--- src/scp_map.vh ---
`ifndef SCP_MAP_VH
`define SCP_MAP_VH

// character codes the parser reacts to
`define SCP_CHR_LF      8'h0A
`define SCP_CHR_SPACE   8'h20
`define SCP_CHR_STAR    8'h2A
`define SCP_CHR_COLON   8'h3A
`define SCP_CHR_SEMI    8'h3B
`define SCP_CHR_QMARK   8'h3F

// serial frame shape
`define SCP_DATA_BITS   8
`define SCP_STOP_BITS   1
`define SCP_FRAME_BITS  4'hA

// selectable bit rates, in baud
`define SCP_BAUD_1200   1200
`define SCP_BAUD_9600   9600
`define SCP_BAUD_38400  38400
`define SCP_BAUD_57600  57600
`define SCP_BAUD_115200 115200

// baud_sel encodings
`define SCP_SEL_1200    3'h0
`define SCP_SEL_9600    3'h1
`define SCP_SEL_38400   3'h2
`define SCP_SEL_57600   3'h3
`define SCP_SEL_115200  3'h4

// system clock rate in Hz
`define SCP_CLK_HZ      100000000

// keyword store and table
`define SCP_KW_MAX      4'hC
`define SCP_KW_COUNT    5'h10
`define SCP_MAX_DEPTH   2'h2

`endif

--- src/scp_parser.v ---
`include "scp_map.vh"

////////////////////////////////////////////////////////////////////////////////
// receive byte buffer
module scp_fifo #(
  parameter WIDTH = 8,
  parameter DEPTH = 16,
  parameter AW    = 4
) (
  input  wire             clk_sys,
  input  wire             rst_n,
  input  wire             in_valid,
  output wire             in_ready,
  input  wire [WIDTH-1:0] in_data,
  output wire             out_valid,
  input  wire             out_ready,
  output wire [WIDTH-1:0] out_data
);
  reg [WIDTH-1:0] mem [0:DEPTH-1];
  reg [AW-1:0]    wr_ptr;
  reg [AW-1:0]    rd_ptr;
  reg [AW:0]      count;
  wire            push;
  wire            pop;

  assign in_ready  = (count != DEPTH[AW:0]);
  assign out_valid = (count != {(AW+1){1'b0}});
  assign out_data  = mem[rd_ptr];
  assign push      = in_valid & in_ready;
  assign pop       = out_valid & out_ready;

  always @(posedge clk_sys) begin
    if (push) begin
      mem[wr_ptr] <= in_data;
    end
  end

  always @(posedge clk_sys or negedge rst_n) begin
    if (!rst_n) begin
      wr_ptr <= {AW{1'b0}};
      rd_ptr <= {AW{1'b0}};
      count  <= {(AW+1){1'b0}};
    end else begin
      if (push) begin
        wr_ptr <= (wr_ptr == DEPTH[AW-1:0] - 1'b1) ? {AW{1'b0}} : wr_ptr + 1'b1;
      end
      if (pop) begin
        rd_ptr <= (rd_ptr == DEPTH[AW-1:0] - 1'b1) ? {AW{1'b0}} : rd_ptr + 1'b1;
      end
      if (push & ~pop) begin
        count <= count + 1'b1;
      end else if (pop & ~push) begin
        count <= count - 1'b1;
      end
    end
  end
endmodule

////////////////////////////////////////////////////////////////////////////////
module scp_parser #(
  parameter CLK_HZ = `SCP_CLK_HZ,
  parameter DEPTH  = 16
) (
  input  wire       clk_sys,
  input  wire       rst_n,
  input  wire       rxd,
  output reg        txd,
  input  wire [2:0] baud_sel,
  output reg        cmd_valid,
  output reg  [4:0] cmd_node,
  output reg        cmd_query,
  output reg        cmd_common,
  output reg        cmd_error,
  output reg        param_valid,
  output reg  [7:0] param_byte,
  input  wire       resp_valid,
  output wire       resp_ready,
  input  wire [7:0] resp_data,
  output reg        rx_overrun
);
  localparam RX_IDLE  = 4'b0001;
  localparam RX_START = 4'b0010;
  localparam RX_DATA  = 4'b0100;
  localparam RX_STOP  = 4'b1000;
  localparam TX_IDLE  = 2'b01;
  localparam TX_RUN   = 2'b10;
  localparam ST_HEAD  = 5'b00001;
  localparam ST_MATCH = 5'b00010;
  localparam ST_PARAM = 5'b00100;
  localparam ST_SKIP  = 5'b01000;
  localparam ST_DONE  = 5'b10000;

  // one table entry: {common, parent, long length, long form left-justified}
  function [105:0] kw_entry;
    input [4:0] i;
    begin
      case (i)
        5'h01: kw_entry = {1'b0, 5'h00, 4'h7, "DISPLAY", 40'h0};
        5'h02: kw_entry = {1'b0, 5'h01, 4'h4, "LINE", 64'h0};
        5'h03: kw_entry = {1'b0, 5'h01, 4'h4, "PAGE", 64'h0};
        5'h04: kw_entry = {1'b0, 5'h00, 4'h8, "FUNCTION", 32'h0};
        5'h05: kw_entry = {1'b0, 5'h04, 4'h9, "IMPEDANCE", 24'h0};
        5'h06: kw_entry = {1'b0, 5'h05, 4'h4, "AUTO", 64'h0};
        5'h07: kw_entry = {1'b0, 5'h05, 4'h5, "RANGE", 56'h0};
        5'h08: kw_entry = {1'b0, 5'h05, 4'h4, "TYPE", 64'h0};
        5'h09: kw_entry = {1'b0, 5'h00, 4'h9, "FREQUENCY", 24'h0};
        5'h0A: kw_entry = {1'b0, 5'h04, 4'h5, "RANGE", 56'h0};
        5'h0B: kw_entry = {1'b0, 5'h00, 4'hA, "COMPARATOR", 16'h0};
        5'h0C: kw_entry = {1'b0, 5'h0B, 4'hA, "PTOLERANCE", 16'h0};
        5'h0D: kw_entry = {1'b1, 5'h00, 4'h3, "TRG", 72'h0};
        5'h0E: kw_entry = {1'b1, 5'h00, 4'h3, "IDN", 72'h0};
        5'h0F: kw_entry = {1'b1, 5'h00, 4'h3, "SAV", 72'h0};
        5'h10: kw_entry = {1'b1, 5'h00, 4'h3, "RCL", 72'h0};
        default: kw_entry = 106'h0;
      endcase
    end
  endfunction

  function is_vowel;
    input [7:0] c;
    begin
      is_vowel = (c == "A") || (c == "E") || (c == "I") || (c == "O") || (c == "U");
    end
  endfunction

  function [3:0] short_len;
    input [3:0] l;
    input [7:0] c4;
    begin
      if (l <= 4'h4) begin
        short_len = l;
      end else if (is_vowel(c4)) begin
        short_len = 4'h3;
      end else begin
        short_len = 4'h4;
      end
    end
  endfunction

  // bit period in clocks for the selected rate
  function [16:0] baud_div;
    input [2:0] sel;
    reg   [31:0] d;
    begin
      case (sel)
        `SCP_SEL_1200:  d = CLK_HZ / `SCP_BAUD_1200;
        `SCP_SEL_9600:  d = CLK_HZ / `SCP_BAUD_9600;
        `SCP_SEL_38400: d = CLK_HZ / `SCP_BAUD_38400;
        `SCP_SEL_57600: d = CLK_HZ / `SCP_BAUD_57600;
        default:        d = CLK_HZ / `SCP_BAUD_115200;
      endcase
      baud_div = d[16:0];
    end
  endfunction

  ////////////////////////////////////////////////////////////////////////////////
  // receiver: rxd is the only input pin, no flow control exists
  reg        rx_s1;
  reg        rx_s2;
  reg        rx_s3;
  reg        rx_lvl;
  reg [3:0]  rx_state;
  reg [16:0] rx_cnt;
  reg [2:0]  rx_bit;
  reg [7:0]  rx_sh;
  reg        rx_wr;
  reg [7:0]  rx_byte;
  wire [16:0] div = baud_div(baud_sel);
  wire        fifo_in_ready;
  wire        fifo_valid;
  wire [7:0]  fifo_data;
  wire        fifo_ready;

  always @(posedge clk_sys or negedge rst_n) begin
    if (!rst_n) begin
      rx_s1      <= 1'b1;
      rx_s2      <= 1'b1;
      rx_s3      <= 1'b1;
      rx_lvl     <= 1'b1;
      rx_state   <= RX_IDLE;
      rx_cnt     <= 17'h00000;
      rx_bit     <= 3'h0;
      rx_sh      <= 8'h00;
      rx_wr      <= 1'b0;
      rx_byte    <= 8'h00;
      rx_overrun <= 1'b0;
    end else begin
      rx_s1      <= rxd;
      rx_s2      <= rx_s1;
      rx_s3      <= rx_s2;
      rx_wr      <= 1'b0;
      rx_overrun <= rx_wr & ~fifo_in_ready;
      if (rx_s2 == rx_s3) begin
        rx_lvl <= rx_s3;
      end
      case (rx_state)
        RX_IDLE: begin
          if (!rx_lvl) begin
            rx_cnt   <= {1'b0, div[16:1]};
            rx_state <= RX_START;
          end
        end
        RX_START: begin
          if (rx_cnt != 17'h00000) begin
            rx_cnt <= rx_cnt - 17'h00001;
          end else if (!rx_lvl) begin
            rx_cnt   <= div - 17'h00001;
            rx_bit   <= 3'h0;
            rx_state <= RX_DATA;
          end else begin
            rx_state <= RX_IDLE;
          end
        end
        RX_DATA: begin
          if (rx_cnt != 17'h00000) begin
            rx_cnt <= rx_cnt - 17'h00001;
          end else begin
            rx_sh  <= {rx_lvl, rx_sh[7:1]};
            rx_cnt <= div - 17'h00001;
            rx_bit <= rx_bit + 3'h1;
            if (rx_bit == 3'h7) begin
              rx_state <= RX_STOP;
            end
          end
        end
        RX_STOP: begin
          if (rx_cnt != 17'h00000) begin
            rx_cnt <= rx_cnt - 17'h00001;
          end else begin
            rx_wr    <= rx_lvl;
            rx_byte  <= rx_sh;
            rx_state <= RX_IDLE;
          end
        end
        default: rx_state <= RX_IDLE;
      endcase
    end
  end

  scp_fifo #(
    .WIDTH (8),
    .DEPTH (DEPTH),
    .AW    (4)
  ) u_fifo (
    .clk_sys   (clk_sys),
    .rst_n     (rst_n),
    .in_valid  (rx_wr),
    .in_ready  (fifo_in_ready),
    .in_data   (rx_byte),
    .out_valid (fifo_valid),
    .out_ready (fifo_ready),
    .out_data  (fifo_data)
  );

  ////////////////////////////////////////////////////////////////////////////////
  // transmitter for query responses
  reg [1:0]  tx_state;
  reg [9:0]  tx_sh;
  reg [3:0]  tx_n;
  reg [16:0] tx_cnt;

  assign resp_ready = (tx_state == TX_IDLE);

  always @(posedge clk_sys or negedge rst_n) begin
    if (!rst_n) begin
      txd      <= 1'b1;
      tx_state <= TX_IDLE;
      tx_sh    <= 10'h3FF;
      tx_n     <= 4'h0;
      tx_cnt   <= 17'h00000;
    end else begin
      case (tx_state)
        TX_IDLE: begin
          if (resp_valid) begin
            tx_sh    <= {1'b1, resp_data, 1'b0};
            tx_n     <= `SCP_FRAME_BITS;
            tx_cnt   <= 17'h00000;
            tx_state <= TX_RUN;
          end
        end
        TX_RUN: begin
          if (tx_cnt != 17'h00000) begin
            tx_cnt <= tx_cnt - 17'h00001;
          end else if (tx_n == 4'h0) begin
            tx_state <= TX_IDLE;
          end else begin
            txd    <= tx_sh[0];
            tx_sh  <= {1'b1, tx_sh[9:1]};
            tx_n   <= tx_n - 4'h1;
            tx_cnt <= div - 17'h00001;
          end
        end
        default: tx_state <= TX_IDLE;
      endcase
    end
  end

  ////////////////////////////////////////////////////////////////////////////////
  // header parser
  reg [4:0]  p_state;
  reg [7:0]  kw_buf [0:11];
  reg [3:0]  kw_len;
  reg [7:0]  kw_term;
  reg        kw_common;
  reg        kw_ovf;
  reg [4:0]  base;
  reg [4:0]  cur;
  reg [4:0]  leaf_par;
  reg [1:0]  depth;
  reg [4:0]  m_idx;
  reg        q;
  reg        ch_eq;
  integer    i;
  wire [105:0] ent   = kw_entry(m_idx);
  wire [3:0]   s_len = short_len(ent[99:96], ent[71:64]);
  wire [7:0]   c     = fifo_data;
  wire [7:0]   up    = ((c >= "a") && (c <= "z")) ? c - 8'h20 : c;
  wire         is_sep = (c == `SCP_CHR_COLON) || (c == `SCP_CHR_QMARK) ||
                        (c == `SCP_CHR_SPACE) || (c == `SCP_CHR_SEMI) || (c == `SCP_CHR_LF);
  wire         hit;

  assign fifo_ready = (p_state == ST_HEAD) || (p_state == ST_PARAM) || (p_state == ST_SKIP);

  always @* begin
    ch_eq = 1'b1;
    for (i = 0; i < 12; i = i + 1) begin
      if ((i < kw_len) && (kw_buf[i] != ent[95-8*i -: 8])) begin
        ch_eq = 1'b0;
      end
    end
  end

  assign hit = (kw_len != 4'h0) && !kw_ovf && ch_eq &&
               ((kw_len == ent[99:96]) || (kw_len == s_len)) &&
               (ent[105] == kw_common) &&
               (kw_common || (ent[104:100] == cur));

  // end of one command at a separator or the terminator
  task close_cmd;
    input [7:0] t;
    input       emit;
    input       err;
    begin
      cmd_valid <= emit;
      cmd_error <= err;
      cmd_query <= q;
      kw_len    <= 4'h0;
      kw_common <= 1'b0;
      kw_ovf    <= 1'b0;
      depth     <= 2'h0;
      q         <= 1'b0;
      if (t == `SCP_CHR_LF) begin
        base    <= 5'h00;
        cur     <= 5'h00;
        p_state <= ST_HEAD;
      end else if (t == `SCP_CHR_SEMI) begin
        base    <= (emit && !cmd_common) ? leaf_par : base;
        cur     <= (emit && !cmd_common) ? leaf_par : base;
        p_state <= ST_HEAD;
      end else begin
        p_state <= ST_SKIP;
      end
    end
  endtask

  always @(posedge clk_sys or negedge rst_n) begin
    if (!rst_n) begin
      p_state     <= ST_HEAD;
      kw_len      <= 4'h0;
      kw_term     <= 8'h00;
      kw_common   <= 1'b0;
      kw_ovf      <= 1'b0;
      base        <= 5'h00;
      cur         <= 5'h00;
      leaf_par    <= 5'h00;
      depth       <= 2'h0;
      m_idx       <= 5'h01;
      q           <= 1'b0;
      cmd_valid   <= 1'b0;
      cmd_node    <= 5'h00;
      cmd_query   <= 1'b0;
      cmd_common  <= 1'b0;
      cmd_error   <= 1'b0;
      param_valid <= 1'b0;
      param_byte  <= 8'h00;
    end else begin
      cmd_valid   <= 1'b0;
      cmd_error   <= 1'b0;
      param_valid <= 1'b0;
      case (p_state)
        ST_HEAD: begin
          if (fifo_valid) begin
            if ((c == `SCP_CHR_COLON) && (kw_len == 4'h0) && (depth == 2'h0) && !kw_common) begin
              base <= 5'h00;
              cur  <= 5'h00;
            end else if ((c == `SCP_CHR_STAR) && (kw_len == 4'h0) && (depth == 2'h0)) begin
              kw_common <= 1'b1;
            end else if ((c == `SCP_CHR_SPACE) && (kw_len == 4'h0) && (depth == 2'h0)) begin
              kw_len <= 4'h0;
            end else if (is_sep && (kw_len == 4'h0)) begin
              close_cmd(c, 1'b0, (c != `SCP_CHR_SEMI) && (c != `SCP_CHR_LF));
            end else if (is_sep) begin
              kw_term <= c;
              m_idx   <= 5'h01;
              p_state <= ST_MATCH;
            end else if (kw_len == `SCP_KW_MAX) begin
              kw_ovf <= 1'b1;
            end else begin
              kw_buf[kw_len] <= up;
              kw_len         <= kw_len + 4'h1;
            end
          end
        end
        ST_MATCH: begin
          if (hit) begin
            cmd_node   <= m_idx;
            cmd_common <= kw_common;
            kw_len     <= 4'h0;
            if (!kw_common) begin
              leaf_par <= cur;
              cur      <= m_idx;
            end
            case (kw_term)
              `SCP_CHR_COLON: begin
                if (kw_common || (depth == `SCP_MAX_DEPTH)) begin
                  close_cmd(kw_term, 1'b0, 1'b1);
                end else begin
                  depth   <= depth + 2'h1;
                  p_state <= ST_HEAD;
                end
              end
              `SCP_CHR_QMARK: begin
                q       <= 1'b1;
                p_state <= ST_PARAM;
              end
              `SCP_CHR_SPACE: p_state <= ST_PARAM;
              default:        p_state <= ST_DONE;
            endcase
          end else if (m_idx == `SCP_KW_COUNT) begin
            close_cmd(kw_term, 1'b0, 1'b1);
          end else begin
            m_idx <= m_idx + 5'h01;
          end
        end
        ST_DONE: begin
          close_cmd(kw_term, 1'b1, 1'b0);
        end
        ST_PARAM: begin
          if (fifo_valid) begin
            if ((c == `SCP_CHR_SEMI) || (c == `SCP_CHR_LF)) begin
              close_cmd(c, 1'b1, 1'b0);
            end else begin
              param_valid <= 1'b1;
              param_byte  <= c;
            end
          end
        end
        ST_SKIP: begin
          if (fifo_valid && ((c == `SCP_CHR_SEMI) || (c == `SCP_CHR_LF))) begin
            close_cmd(c, 1'b0, 1'b0);
          end
        end
        default: p_state <= ST_HEAD;
      endcase
    end
  end
endmodule
--- config.mk ---
export PLATFORM = sky130hd
export DESIGN_NAME = scp_parser
export DESIGN_NICKNAME = d
export VERILOG_FILES = /design/src/scp_parser.v
export VERILOG_INCLUDE_DIRS = /design/src /design/src/src
export SDC_FILE = /design/constraint.sdc
export NUM_CORES = 1
export LEC_CHECK = 0
export ABC_CLOCK_PERIOD_IN_PS = 8530
export BUFFER_PORTS_ARGS = -buffer_cell sky130_fd_sc_hd__buf_2
export CAP_MARGIN = 10
export CORE_UTILIZATION = 40
export DETAILED_ROUTE_END_ITERATION = 16
export PLACE_DENSITY = 0.57
export SLEW_MARGIN = 30
export SYNTH_ARGS = -nofsm -noshare
export SYNTH_HDL_FRONTEND = slang
export SYNTH_SLANG_ARGS = --single-unit
--- constraint.sdc ---
create_clock -name clk_sys -period 8.53 [get_ports clk_sys]
set_input_delay 1.706 -clock clk_sys [delete_from_list [all_inputs] [get_ports clk_sys]]
set_output_delay 1.706 -clock clk_sys [all_outputs]
set_load 0.005 [all_outputs]
==> run summary <==
Final Skew: 17.02 ps
Async SR Flop Fraction: 40.43%
Crit path DAT: 5780 ps
Post-detail-place hpwl: 31,090 µm
Status: complete, no violations
Met2 Use GR: 30.65%
# rows: 79
Clock network fraction of total power: 44.9%
Syn nets: 1,667
DRT iter0 DRCs: 1,191
Post-synth EDFFs: 224
Final hold vios: 0
CP Buf/Inv Count: 2
Sequential power share: 49.9%
Htree depth: 2
#FFs+latches synth: 376
Net Sw Frac: 22.41%
Worst hold slack: 356.6 ps
PD cells: 191.2 nW/µm²
Clock slew at reported path FFs: 60 ps
Worst setup EP type: flip-flop
Required time of the worst setup path: 8960 ps
Area Overhead vs Synth: 11.41%
Diode count: 0
Postcts setup bufs: 0
Num CTS Buffers: 42
RSZ-0062 raised after global routing: no
Global placement routability congestion: 0.8932
Insertion delay of the later-clocked pin in the worst-skew pair: 560 ps
TritonCTS clock tree: built
CP max stage cell: dfstp_2
WHS Path Cells: 0
Core box area: 46,460 µm²
Vias in the first global route: 12,296
Setup TNS Final: 0 ps
Layout Nets: 1,687
Clk Tree Root Cell: clkbuf_16
Detailed Routing Iterations Pass 1: 5
DRC Markers: 0
Die H: 218.8 µm
Worst Setup Path Type: reg2reg
Crit-path leading delay family: simple AND/OR/NAND/NOR gates
Period minus WS final: 5348 ps
Starting density of the core: 40.48%
Pleak: 7.754 nW
Total track usage: 19.10%
Clock Path Buffers: 3
Fillers: 4,272
Number of hold buffers added after cts: 0
# IOs: 36
Pre-CTS WS: 2990 ps
Worst Hold Class: reg2reg
Synth unique cells: 98
First-pass GRT wire length: 71,040 µm
Yosys warning total: 0
Worst Path Max Fanout: 18
Post-DRT Antenna Nets: 0
M3 GR Usage: 3.229%
Share of post-route cells with drive strength above 1: 15.04%
Die span in x: 218.8 µm
Sequential cell area fraction in the yosys report: 56.12%
Startpoint types: flip-flop
FF-to-FF setup slack: 3180 ps
Crit. path cell count: 14
Net switching power: 0.0008978 W
Post-route clock period utilization: 62.70%
Clock sink count: 376
Mapped Area: 18,800 µm²
Per-cell routed wire length: 19.94 µm
Slack of the critical path: 3182 ps
Via count: 12,805
Post-DP Area: 19,550 µm²
Rel. slew slack: 37.76%
Via/cell ratio: 5.626
Internal power: 0.003108 W
Post_cts resized: 0
MaxCap Viol Count: 0
Fin. max-slew vios: 0
Syn Area/Cell: 11.64 µm²
Die area: 47,880 µm²
WL final: 45,390 µm
Remaining Overflow, GRT: 0
Design area: 20,950 µm²
# port buffers: 35
Critical path cell sequence: inv_1 > ha_1 > nand4bb_1 > o21ai_0 > xor2_1 > or4_1 > nor3_1 > o2111ai_1 > nand4b_4 > nor4_4 > buf_6 > o31a_1 > o2111ai_1 > a22o_1
Pin count of the biggest net entering global routing: 73
Crit path largest cell delay: 750 ps
Initial antenna violation count: 0
Met1 usage: 26.87%
Post-layout util: 45.10%
Comb power frac: 5.2%
Final setup viols: 0
Measured slew at the worst slew-check pin: 930.1 ps
Max frequency: 187.0 MHz
Worst r2r path cells: 14
Post-synthesis cell count: 1,616
Gr busiest metal: met2
Crit path top cell by count: o2111ai_1
Peak supply drop: 0.0001335 V
Synth Flop Type: edfxtp_1
[worst paths after layout]
path	from	to
setup / recovery	m_idx[0]	base[4]
hold / removal	rx_s1	rx_s2
setup reg to reg	m_idx[0]	base[4]
hold reg to reg	rx_s1	rx_s2
max in group asynchronous	rst_n	rx_s3
min in group asynchronous	rst_n	base[2]
[cells in the final DEF, fill, tap and decap left out, drive strengths merged, types with 34 or more instances in the layout]
cell type,instances
ha,35
dfrtp,134
nand2,130
edfxtp,224
a21oi,79
nand3,34
buf,56
nor2,134
o21ai,93
inv,51
nor3,50
mux2i,43
clkbuf,58
mux2,60
[stage by stage]
step / total power [W] / std cells
finish: 0.004006 / 2276
global route: 0.004154 / 2276
CTS: 0.004045 / 2275
detailed placement: 0.002244 / 2198
global placement: 0.002237 / 2198
floorplan: 0.002179 / 1616
[kinds of logic (layout without fill, tap and decap cells)]
logic type,after synthesis,in the layout,synth area share [%]
simple gates,533,533,14.59
flops,376,376,56.12
compound gates,361,361,12.71
buf+inv,130,183,2.988
mux,126,126,8.637
xor+xnor,53,53,2.469
fa+ha+maj,37,37,2.489
[worst register-to-register path: stages, from the launching register on]
cell and delay [ps]:
dfstp_2 750, inv_1 240, ha_1 490, nand4bb_1 310
o21ai_0 270, xor2_1 220, or4_1 440, nor3_1 420
o2111ai_1 210, nand4b_4 220, nor4_4 500, buf_6 230
o31a_1 270, o2111ai_1 340, a22o_1 340
[power by group through the flow]
stage          Sequential, W  Combinational [W]  Clock (W)
6_report             0.00200           0.000210    0.00180
5_1_grt              0.00201           0.000242    0.00191
4_1_cts              0.00200           0.000213    0.00184
3_5_place_dp         0.00203           0.000213          0
3_3_place_gp         0.00203           0.000206          0
2_1_floorplan        0.00201           0.000172          0
[sequential cells by signal, indices dropped and copies added (netlist names), 5 cells and up]
name / cells
kw_buf: 96
tx_cnt: 17
u_fifo.mem: 128
rx_byte: 8
leaf_par: 5
param_byte: 8
rx_cnt: 17
cmd_node: 5
tx_sh: 9
base: 5
cur: 5
m_idx: 5
u_fifo.count: 5
rx_sh: 8
kw_term: 8
p_state: 5
[layer usage]
metal / routed length (µm) / vias to the layer above
li1: - / 6105
met1: 21000 / 6354
met2: 21500 / 283
met3: 2029 / 63
met4: 866 / 0
met5: 0 / -
[cells in the mapped netlist, drive strengths merged (18+ instances only)]
cell / instances / area, µm²
nor3: 50 / 260.3
and2: 18 / 112.6
nor2: 134 / 503.0
nand3: 34 / 175.2
dfrtp: 134 / 3353
mux2i: 43 / 430.4
dfstp: 18 / 473.0
xor2: 28 / 245.2
nor4: 22 / 158.9
o21ai: 93 / 465.5
xnor2: 25 / 219.0
nand2: 130 / 488.0
buf: 28 / 178.9
mux4: 23 / 518.0
inv: 50 / 187.7
a31oi: 21 / 131.4
mux2: 60 / 675.7
nor2b: 28 / 175.2
ha: 35 / 437.9
edfxtp: 224 / 6726
nand2b: 28 / 175.2
a21oi: 79 / 395.4
clkbuf: 52 / 195.2
o22ai: 23 / 143.9
[final cells by class]
type	instances	area [µm²]	area share [%]
Clock inverter	19	196.4	0.9376
Clock buffer	58	1172	5.596
Tap cell	607	759.5	3.625
Sequential cell	376	10560	50.39
Timing Repair Buffer	56	342.8	1.636
Inverter	50	187.7	0.8958
Multi-Input combinational cell	1110	7735	36.92
No activity file was read; power rests on OpenSTA's default activity.
